`src/design/ofcm_defines.svh`:
```
// Offsets, field positions and reset values of the over-range flag block.
// Assumes word-aligned byte addresses on a 32-bit classic Wishbone bus.
`ifndef OFCM_DEFINES_SVH
`define OFCM_DEFINES_SVH

`define OFCM_ADR_W 8
`define OFCM_OFF_THRESH 8'h00
`define OFCM_OFF_HOLD 8'h04
`define OFCM_OFF_CLKOVR 8'h08
`define OFCM_OFF_STATUS 8'h0C
`define OFCM_OFF_MASK 8'h10
`define OFCM_OFF_LIVE 8'h14

`define OFCM_CLKOVR_EN 0
`define OFCM_CLKOVR_SEL_LO 1
`define OFCM_CLKOVR_DIS 3

`define OFCM_RST_THRESH 9'h100
`define OFCM_RST_HOLD 16'h0004
`define OFCM_RST_CLKOVR 4'h0
`define OFCM_RST_MASK 3'h0

`define OFCM_SEL_REF 2'h1
`define OFCM_SEL_DIV2 2'h2
`define OFCM_SEL_DIV4 2'h3

`endif

```
`src/design/ofcm_pkg.sv`:
```
// Types of the over-range flag and clock output block.
// Needs nothing beyond the defines header.
package ofcm_pkg;

  typedef struct packed {
    logic valid;
    logic [8:0] a;
    logic [8:0] b;
    logic [8:0] c;
  } ofcm_samples_t;

  typedef struct packed {
    logic [2:0][15:0] hold_cnt;
    logic [2:0] flag;
    logic [8:0] threshold;
    logic [15:0] hold_len;
    logic [3:0] clk_ovr;
    logic [2:0] status;
    logic [2:0] mask;
    logic [2:0] ref_cnt;
    logic c_out;
    logic ack;
    logic [31:0] rdata;
  } ofcm_state_t;

endpackage : ofcm_pkg

```
`src/design/ofcm_top.sv`:
```
// Over-range flags for channels A..C and the channel C clock output mux.
// Assumes a classic Wishbone master and samples synchronous to REF_CLK_IN.
//
// Behaviour
// - A channel flag rises when its sample exceeds the programmed threshold.
// - A raised flag stays high at least the programmed hold length.
// - Channel B flag exists only in quad and dual variants.
// - Channel C over-range function exists only in the quad variant.
// - Channel C carries a clock only when selected and PLL enable high.
// - Select zero or register disable puts channel C flag on the pin.
// - Select 1 gives reference clock, 2 divided by two, 3 by four.
// - Clock appears from reset by pins alone, with PLL on and powered.
// - Power-down stops the reference clock and channel C clock.
`timescale 1ns/1ps
`include "ofcm_defines.svh"

module ofcm_top #(
  parameter int CHANNELS = 4
) (
  input wire logic REF_CLK_IN,
  input wire logic RST_N_IN,
  input wire logic WB_CYC_IN,
  input wire logic WB_STB_IN,
  input wire logic WB_WE_IN,
  input wire logic [`OFCM_ADR_W-1:0] WB_ADR_IN,
  input wire logic [3:0] WB_SEL_IN,
  input wire logic [31:0] WB_DAT_IN,
  output logic [31:0] WB_DAT_OUT,
  output logic WB_ACK_OUT,
  input wire ofcm_pkg::ofcm_samples_t SAMPLES_IN,
  input wire logic POWER_DOWN_PIN_IN,
  input wire logic PLL_EN_IN,
  input wire logic [1:0] CLOCK_OUT_SELECT_IN,
  output logic OVERRANGE_FLAG_A_OUT,
  output logic OVERRANGE_FLAG_B_OUT,
  output logic OVERRANGE_FLAG_C_OR_CLOCK_OUT,
  output logic PLL_REF_CLOCK_OUT,
  output logic IRQ_OUT
);
  import ofcm_pkg::*;

  localparam logic [2:0] PRESENT = (CHANNELS >= 4) ? 3'h7 :
                                   (CHANNELS >= 2) ? 3'h3 : 3'h1;

  ofcm_state_t s_q;
  ofcm_state_t s_d;
  logic [2:0][8:0] smp;
  logic [2:0] exc;
  logic [15:0] load;
  logic [1:0] sel_eff;
  logic clk_mode;
  logic running;
  logic req;
  logic commit;

  // Byte-lane merge of a write into an old register value
  function automatic logic [31:0] merge(input logic [31:0] old,
                                        input logic [31:0] wd,
                                        input logic [3:0] be);
    logic [31:0] r;
    r = old;
    for (int i = 0; i < 4; i++) begin
      if (be[i]) begin
        r[8*i +: 8] = wd[8*i +: 8];
      end
    end
    return r;
  endfunction : merge

  // Word view of each register; unmapped offsets read zero
  function automatic logic [31:0] reg_view(input ofcm_state_t s,
                                           input logic [`OFCM_ADR_W-1:0] a,
                                           input logic [3:0] live);
    case (a)
      `OFCM_OFF_THRESH: reg_view = {23'h0, s.threshold};
      `OFCM_OFF_HOLD: reg_view = {16'h0, s.hold_len};
      `OFCM_OFF_CLKOVR: reg_view = {28'h0, s.clk_ovr};
      `OFCM_OFF_STATUS: reg_view = {29'h0, s.status};
      `OFCM_OFF_MASK: reg_view = {29'h0, s.mask};
      `OFCM_OFF_LIVE: reg_view = {28'h0, live};
      default: reg_view = 32'h0;
    endcase
  endfunction : reg_view

  assign smp[0] = SAMPLES_IN.a;
  assign smp[1] = SAMPLES_IN.b;
  assign smp[2] = SAMPLES_IN.c;
  assign load = (s_q.hold_len == 16'h0) ? 16'h0 : s_q.hold_len - 16'h1;

  always_comb begin
    for (int i = 0; i < 3; i++) begin
      exc[i] = PRESENT[i] & SAMPLES_IN.valid & (smp[i] > s_q.threshold);
    end
  end

  assign sel_eff = !s_q.clk_ovr[`OFCM_CLKOVR_EN] ? CLOCK_OUT_SELECT_IN :
                   s_q.clk_ovr[`OFCM_CLKOVR_DIS] ? 2'h0 :
                   s_q.clk_ovr[`OFCM_CLKOVR_SEL_LO +: 2];
  // clock mode needs select and PLL enable
  assign clk_mode = (sel_eff != 2'h0) && PLL_EN_IN;
  assign running = PLL_EN_IN && !POWER_DOWN_PIN_IN;

  assign req = WB_CYC_IN && WB_STB_IN;
  assign commit = req && s_q.ack;

  always_comb begin
    logic [31:0] wv;
    logic [2:0] clr;
    wv = 32'h0;
    clr = 3'h0;
    s_d = s_q;
    for (int i = 0; i < 3; i++) begin
      if (exc[i]) begin
        s_d.hold_cnt[i] = load;
        s_d.flag[i] = 1'b1;
      end else if (SAMPLES_IN.valid && PRESENT[i]) begin
        // hold flag for the hold length
        if (s_q.hold_cnt[i] != 16'h0) begin
          s_d.hold_cnt[i] = s_q.hold_cnt[i] - 16'h1;
        end else begin
          s_d.flag[i] = 1'b0;
        end
      end
    end
    s_d.ref_cnt = running ? s_q.ref_cnt + 3'h1 : 3'h0;
    if (clk_mode) begin
      case (sel_eff)
        `OFCM_SEL_REF: s_d.c_out = s_d.ref_cnt[0];
        `OFCM_SEL_DIV2: s_d.c_out = s_d.ref_cnt[1];
        `OFCM_SEL_DIV4: s_d.c_out = s_d.ref_cnt[2];
        default: s_d.c_out = 1'b0;
      endcase
    end else begin
      // only the quad variant flags channel C
      s_d.c_out = s_d.flag[2] & PRESENT[2];
    end
    s_d.ack = req && !s_q.ack;
    s_d.rdata = reg_view(s_q, WB_ADR_IN,
                         {clk_mode, s_q.flag & PRESENT});
    if (commit && WB_WE_IN) begin
      wv = merge(reg_view(s_q, WB_ADR_IN, 4'h0), WB_DAT_IN, WB_SEL_IN);
      case (WB_ADR_IN)
        `OFCM_OFF_THRESH: s_d.threshold = wv[8:0];
        `OFCM_OFF_HOLD: s_d.hold_len = wv[15:0];
        `OFCM_OFF_CLKOVR: s_d.clk_ovr = wv[3:0];
        `OFCM_OFF_MASK: s_d.mask = wv[2:0];
        default: wv = 32'h0;
      endcase
    end
    if (commit && !WB_WE_IN && WB_ADR_IN == `OFCM_OFF_STATUS) begin
      clr = 3'h7;
    end
    // New flag rises win over a read clear
    s_d.status = (s_q.status & ~clr) | (s_d.flag & ~s_q.flag & PRESENT);
  end

  always_ff @(posedge REF_CLK_IN or negedge RST_N_IN) begin
    if (!RST_N_IN) begin
      s_q <= '0;
      s_q.threshold <= `OFCM_RST_THRESH;
      s_q.hold_len <= `OFCM_RST_HOLD;
      s_q.clk_ovr <= `OFCM_RST_CLKOVR;
      s_q.mask <= `OFCM_RST_MASK;
    end else begin
      s_q <= s_d;
    end
  end

  assign WB_ACK_OUT = s_q.ack;
  assign WB_DAT_OUT = s_q.rdata;
  assign OVERRANGE_FLAG_A_OUT = s_q.flag[0];
  // channel B only in quad and dual variants
  assign OVERRANGE_FLAG_B_OUT = s_q.flag[1] & PRESENT[1];
  assign OVERRANGE_FLAG_C_OR_CLOCK_OUT = s_q.c_out;
  assign PLL_REF_CLOCK_OUT = s_q.ref_cnt[0];
  assign IRQ_OUT = |(s_q.status & s_q.mask);
endmodule : ofcm_top

```
`config.mk`:
```
export PLATFORM = sky130hd
export DESIGN_NAME = ofcm_top
export DESIGN_NICKNAME = d
export VERILOG_FILES = /design/src/design/ofcm_pkg.sv /design/src/design/ofcm_top.sv
export VERILOG_INCLUDE_DIRS = /design/src /design/src/design
export SDC_FILE = /design/constraint.sdc
export NUM_CORES = 1
export LEC_CHECK = 0
export ABC_AREA = 1
export ABC_CLOCK_PERIOD_IN_PS = 2410
export BUFFER_PORTS_ARGS = -buffer_cell sky130_fd_sc_hd__buf_2
export CORE_AREA = 10 10 135 150
export CTS_BUF_LIST = sky130_fd_sc_hd__clkbuf_4
export DETAILED_ROUTE_END_ITERATION = 6
export DIE_AREA = 0 0 145 160
export PLACE_DENSITY_LB_ADDON = 0.05
export SLEW_MARGIN = 20
export SYNTH_ARGS = -nofsm -noshare
export SYNTH_HDL_FRONTEND = slang
export SYNTH_SLANG_ARGS = --single-unit
```
`constraint.sdc`:
```
create_clock -name REF_CLK_IN -period 2.41 [get_ports REF_CLK_IN]
set_clock_uncertainty 0.15 [all_clocks]
set_input_delay 0.1205 -clock REF_CLK_IN [delete_from_list [all_inputs] [get_ports REF_CLK_IN]]
set_output_delay 0.1205 -clock REF_CLK_IN [all_outputs]
set_load 0.005 [all_outputs]
```
## Yosys cells after proc, flatten, opt, wreduce, memory -nomap -nowiden

Index checks and enable logic that the tools add are counted.

- Add/subtract/negate cells: 5
- Multipliers: 0
- Div/mod/pow operators: 0
- Magnitude comparators: 3
- Eq/ne operators: 9
- Shift operators: 0
- Mux-type cells: 29
- Bitwise operators: 9
- Reduce and logical (&&, ||, !) cells: 32

Operators by type and width:

| kind | count |
|---|---|
| two-way mux 16 bit | 10 |
| case mux 16 bit (6 select lines) | 1 |
| subtractor 16 x 1 -> 16 bit (second input constant) | 4 |
| case mux 16 bit (3 select lines) | 1 |
| nonzero test 16 bit | 3 |
| > comparator 9 bit | 3 |
| equality test 8 x 4 -> 1 bit (second input constant) | 2 |
| equality test 8 x 5 -> 1 bit (second input constant) | 2 |
| logical NOT 16 bit | 1 |
| two-way mux 8 bit | 2 |
| AND reduction 2 bit | 7 |
| nonzero test 2 bit | 7 |
| two-way mux 1 bit | 10 |
| bitwise AND 3 bit | 3 |
| equality test 8 x 3 -> 1 bit (second input constant) | 1 |
| logical AND 1 bit | 8 |
| logical NOT 8 bit | 1 |
| two-way mux 3 bit | 2 |
| inverter 3 bit | 2 |
| equality test 2 bit (second input constant) | 2 |
| two-way mux 2 bit | 2 |
| adder 3 x 1 -> 3 bit (second input constant) | 1 |
| bitwise AND 1 bit | 3 |
| logical NOT 1 bit | 3 |
| 6 further kinds | 6 |

- Bits in registers: 123
- Latch bits: 0
- Memory bits (writable): 0
- ROM bits: 0
- Input port bits: 81
- Output and inout bits: 38
- Memories: 0

## Depth between registers and ports, before layout

- Depth in word-level cells: 8
- Gate-level depth with buffers: 14
- Mapped depth without buffers: 13

## Worst setup path after synthesis

OpenSTA, ideal clock, no wires.

- Kind: flip-flop to flip-flop
- From: register s_q[71] in the netlist's numbering
- To: register s_q[82] in the netlist's numbering
- Arrival time: 1692 ps
- Required time: 2136 ps
- Slack: 444 ps
- Stages on the path, launching flop included: 13
- Clock period less this slack: 1966 ps
- Cells stage by stage: dfstp_2 > inv_1 > ha_1 > nand2_1 > nor2_1 > nand3_1 > nand2_1 > inv_1 > nand2_2 > inv_1 > buf_4 > nand2_1 > nand3_1

- Word-level cells in the longest chain between the ends: 4
- Elaborated cells between the ends (all ways): 6
- Classes of those cells: order compare (1); mux (1); bitwise (1); reduce/logical (3)

RTL lines:

| element | line | RTL |
|---|---|---|
| start: declaration | ofcm_top.sv:45 | `ofcm_state_t s_q;` |
| > comparator 9 bit * | ofcm_top.sv:92 | `exc[i] = PRESENT[i] & SAMPLES_IN.valid & (smp[i] > s_q.threshold);` |
| bitwise AND 1 bit * | ofcm_top.sv:92 |  |
| nonzero test 2 bit (no line) | - |  |
| AND reduction 2 bit (no line) | - |  |

Mark *: on every way between the ends. The rest lies on a longest branch, timed or not.
A chain may end at the register's enable or synchronous reset.

## Worst setup path in the final report

- From: register s_q[71] in the netlist's numbering
- To: register s_q[102] in the netlist's numbering

Same word-level chain as after synthesis.

==> run summary <==
STATUS
--------------------------------------------------------------------------------------------------
Outcome ............................................................................. finished, final reports clean

FLOORPLANNING
--------------------------------------------------------------------------------------------------
Initial Util ........................................................................        0.438
Floorplan die height ................................................................       160 um
I/O pin total .......................................................................          119
Horizontal die dimension ............................................................       145 um
Number of core rows .................................................................           51
CORE AREA ...........................................................................   17,300 um2
Overall die area ....................................................................   23,200 um2

GRT
--------------------------------------------------------------------------------------------------
First-pass GRT wire length ..........................................................      35.4 mm
Maximum number of pins on one net before global-route repair ........................           48
Peak-usage layer in the global routing report .......................................         met2
Met1 usage in global routing ........................................................        0.227
Met3 track demand over resource .....................................................       0.0300
Vias in the first global route ......................................................        7,005
Initial antenna violation count .....................................................            1
Overflow left after global routing ..................................................            0
Met2 Usage GRT ......................................................................        0.323
GRT Total Usage .....................................................................        0.185

CTS
--------------------------------------------------------------------------------------------------
Clock tree from TritonCTS ...........................................................          yes
Clock transition time at the flip-flop clock pins of the worst setup and hold paths .      0.19 ns
Total clock sinks ...................................................................          107
Clock tree root driver cell .........................................................     clkbuf_4
TritonCTS Buffers ...................................................................            9
Level count of the clock H-tree .....................................................            3
Later-pin clock latency in the skew report ..........................................      0.50 ns
Clock Tree Buf Depth ................................................................            2

WORST SETUP PATH
--------------------------------------------------------------------------------------------------
Worst reg2reg path endpoint .........................................................     s_q[102]
Bufs and invs on worst path .........................................................            3
Kind of capture point of the worst setup path .......................................         flop
Chain of cells forming the critical path ............................................ inv_1, ha_4, nand2_1, nor2_2, nand3_1, nor2_1, nor2_1, nand2_2, buf_8, nand2_1, inv_2, nand2_1, nand3_1
Most common cell type on the critical path ..........................................      nand2_1
Startpoint of the most critical register-to-register path ...........................      s_q[71]
Worst R2R Path Depth ................................................................           13
Worst reg2reg setup slack ...........................................................      0.11 ns
Max FO, Critical Path ...............................................................           12
Crit Path Category ..................................................................   reg -> reg
Stage delay of the slowest cell on the critical path ................................      0.55 ns
Critical path arrival ...............................................................      2.61 ns
Slowest cell on crit path ...........................................................      dfstp_2
CP startpoint kind ..................................................................         flop
Worst EP required ...................................................................      2.72 ns
Largest delay share family, worst path .............................................. simple AND/OR/NAND/NOR gates

POWER AND IR DROP
--------------------------------------------------------------------------------------------------
Leakage power .......................................................................      4.69 nW
Worst vdd ir ........................................................................     0.238 mV
Power density of the placed cells ...................................................   631 nW/um2

YOSYS
--------------------------------------------------------------------------------------------------
Library cells used by synthesis .....................................................           39
Synth Warn # ........................................................................            0
Most common cell in the netlist .....................................................      nand2_1
Post-synth top area cell ............................................................      dfrtp_1
Share of synthesized area occupied by flip-flops and latches ........................        0.353
Yosys top cell area share ...........................................................        0.347
Flip-flop and latch count after synthesis ...........................................          107
Most frequent cells after synthesis ................................................. 283 x nand2_1, 157 x nand3_1, 121 x nor2_1
Synth Area in Compound Gates ........................................................       0.0563
Share of synthesized registers carrying an async set or reset .......................         1.00
Synthesized-area fraction occupied by adder cells ...................................       0.0578
Post-Synthesis Cells ................................................................        1,069
Simple-gate portion of the synthesized area .........................................        0.367
Netlist area before placement .......................................................     7580 um2
Post-Syn Area per Cell ..............................................................     7.09 um2
Ys flop type ........................................................................      dfrtp_1
Largest family of logic cells by synthesized area ................................... simple AND/OR/NAND/NOR gates
Post-synth EDFFs ....................................................................            0
Ranking of synthesized cells by area ................................................ dfrtp_1 35%, nand2_1 14%, nand3_1 10%
Post-synthesis mux area share .......................................................            0
Xor and xnor area share after synthesis .............................................       0.0485

TIMING
--------------------------------------------------------------------------------------------------
Hold Fails Final Rpt ................................................................            0
Post-route setup TNS ................................................................         0 ns
Final period demand of the worst path ...............................................      2.30 ns
Final clock period utilization by the worst path ....................................        0.954
Pins Over Slew Limit ................................................................            0
Transition at the pin with the smallest max-transition slack ........................     0.576 ns
Crit path setup slack, layout .......................................................     0.110 ns
Count of final setup violators ......................................................            0
Maximum frequency from static timing analysis .......................................      435 MHz
Relative slew margins ...............................................................        0.616
Unrepaired setup endpoints after global routing .....................................          yes
Worst-case hold slack ...............................................................    0.0181 ns

PLACE
--------------------------------------------------------------------------------------------------
Number of port buffers ..............................................................           84
Placed cell count ...................................................................        1,368
Worst setup timing slack at the placement stage .....................................    0.0580 ns
Routability congestion estimate .....................................................        0.868
Final HPWL from detailed placement ..................................................      16.3 mm

WORST HOLD PATH
--------------------------------------------------------------------------------------------------
Cell depth of the worst min-delay path ..............................................            3
Hold Startpoint ..................................................................... WB_ADR_IN[3]
Worst min path class ................................................................    in -> reg
Worst Hold Path EP .................................................................. WB_DAT_OUT[2]

DRT
--------------------------------------------------------------------------------------------------
Wire length reported by the detailed router .........................................      21.3 mm
Number of remaining DRC errors ......................................................            0
Initial DRC Count ...................................................................          418
Number of vias per cell .............................................................         4.89
Via Count ...........................................................................        7,029
Number of detailed-routing iterations run before antenna repair .....................            5
Count of nets left with antenna violations after detail routing .....................            0
Detail-routed net length per standard cell ..........................................      14.9 um

FLOW RUN
--------------------------------------------------------------------------------------------------
Maxcap violations ...................................................................            0

FINAL LAYOUT
--------------------------------------------------------------------------------------------------
Layout net count ....................................................................        1,308
Utilization of the core after routing ...............................................        0.513
Final non-filler cell total .........................................................        1,436
Area growth, synth to finish ........................................................        16.9%
Ratio of cells with drive above 1 in the final layout ...............................        0.153

## layout by cell type, fill, tap and decap left out, types with 3 or more instances in the layout
| master | instances |
|---|---|
| nand3_2 | 4 |
| nand3_1 | 157 |
| buf_2 | 83 |
| o21ai_0 | 24 |
| inv_6 | 4 |
| inv_1 | 113 |
| inv_2 | 8 |
| o22ai_1 | 8 |
| or2_2 | 7 |
| o2111ai_1 | 3 |
| conb_1 | 16 |
| nand3b_1 | 3 |
| xnor2_1 | 11 |
| nor2_4 | 5 |
| nor3_1 | 12 |
| nand2_2 | 8 |
| a21oi_1 | 28 |
| buf_12 | 4 |
| ha_1 | 33 |
| nor2_1 | 120 |
| buf_4 | 19 |
| xor2_1 | 31 |
| o21ai_1 | 4 |
| nor2_2 | 10 |
| nand2_4 | 4 |
| nand4_1 | 12 |
| clkbuf_4 | 9 |
| nand2_1 | 281 |
| dfrtp_1 | 105 |
| dlygate4sd3_1 | 46 |
## how the worst max path moves through the flow
stage / startpoint / end / cells after the start
5_1_grt: s_q[71] / s_q[102] / 13
4_1_cts: s_q[71] / s_q[96] / 11
3_5_place_dp: s_q[71] / s_q[96] / 11
2_1_floorplan: s_q[71] / s_q[82] / 12
6_report: s_q[71] / s_q[102] / 13
3_3_place_gp: s_q[71] / s_q[96] / 11
## registers in the layout, summed over array words and instances (netlist names)
name / count
WB_DAT_OUT: 16
WB_ACK_OUT: 1
s_q: 86
OVERRANGE_FLAG_B_OUT: 1
PLL_REF_CLOCK_OUT: 1
OVERRANGE_FLAG_C_OR_CLOCK_OUT: 1
OVERRANGE_FLAG_A_OUT: 1
## power by group
part / internal [mW] / leakage, nW / switching [mW]
Sequential: 2.17 / 1.32 / 0.419
Clock: 0.250 / 0.0790 / 0.722
Combinational: 0.847 / 3.30 / 1.18
## area by class of cell
class                   instances  area, um2
diodes                          1       2.50
clock buffers                   9       67.6
clock inverters                 7       78.8
fillers                      1785       8430
inverters                     123        470
multi-input cells             796       4120
flip-flops and latches        107       2680
well taps                     238        298
repair buffers                155       1150
## per-layer routing
metal  vias up  routed length [um]
met5         -                   0
met4         0                 417
met3        29                 780
met2       127               10500
met1      3250                9650
li1       3623                   -
## stage by stage
stage	total power [mW]	area, um2
after CTS	5.63	8740
final	5.59	8860
after detailed placement	4.60	8110
after global routing	6.11	8860
after global placement	4.59	8110
after floorplan	4.12	7640
## timing repair
item	in CTS	in global routing
endpoints found under the setup margin	0	44
hold buffers	47	0
buffers inserted	0	3
endpoints found under the hold margin	156	0
gates resized for setup	0	14
## tightest hold or removal path, cell delays in order
cell       delay (ns)
buf_2            0.12
nand4_1          0.24
o2111ai_1        0.14
## logic make-up after synthesis
| logic type | count (synthesis) |
|---|---|
| AOI/OAI and AO/OA | 76 |
| other | 1 |
| and+or+nand+nor | 627 |
| xor gates and xnor gates | 42 |
| buffers and inverters | 181 |
| DFF | 107 |
| adders and majority gates | 35 |
Note: power is estimated with default switching activity, not from simulation.
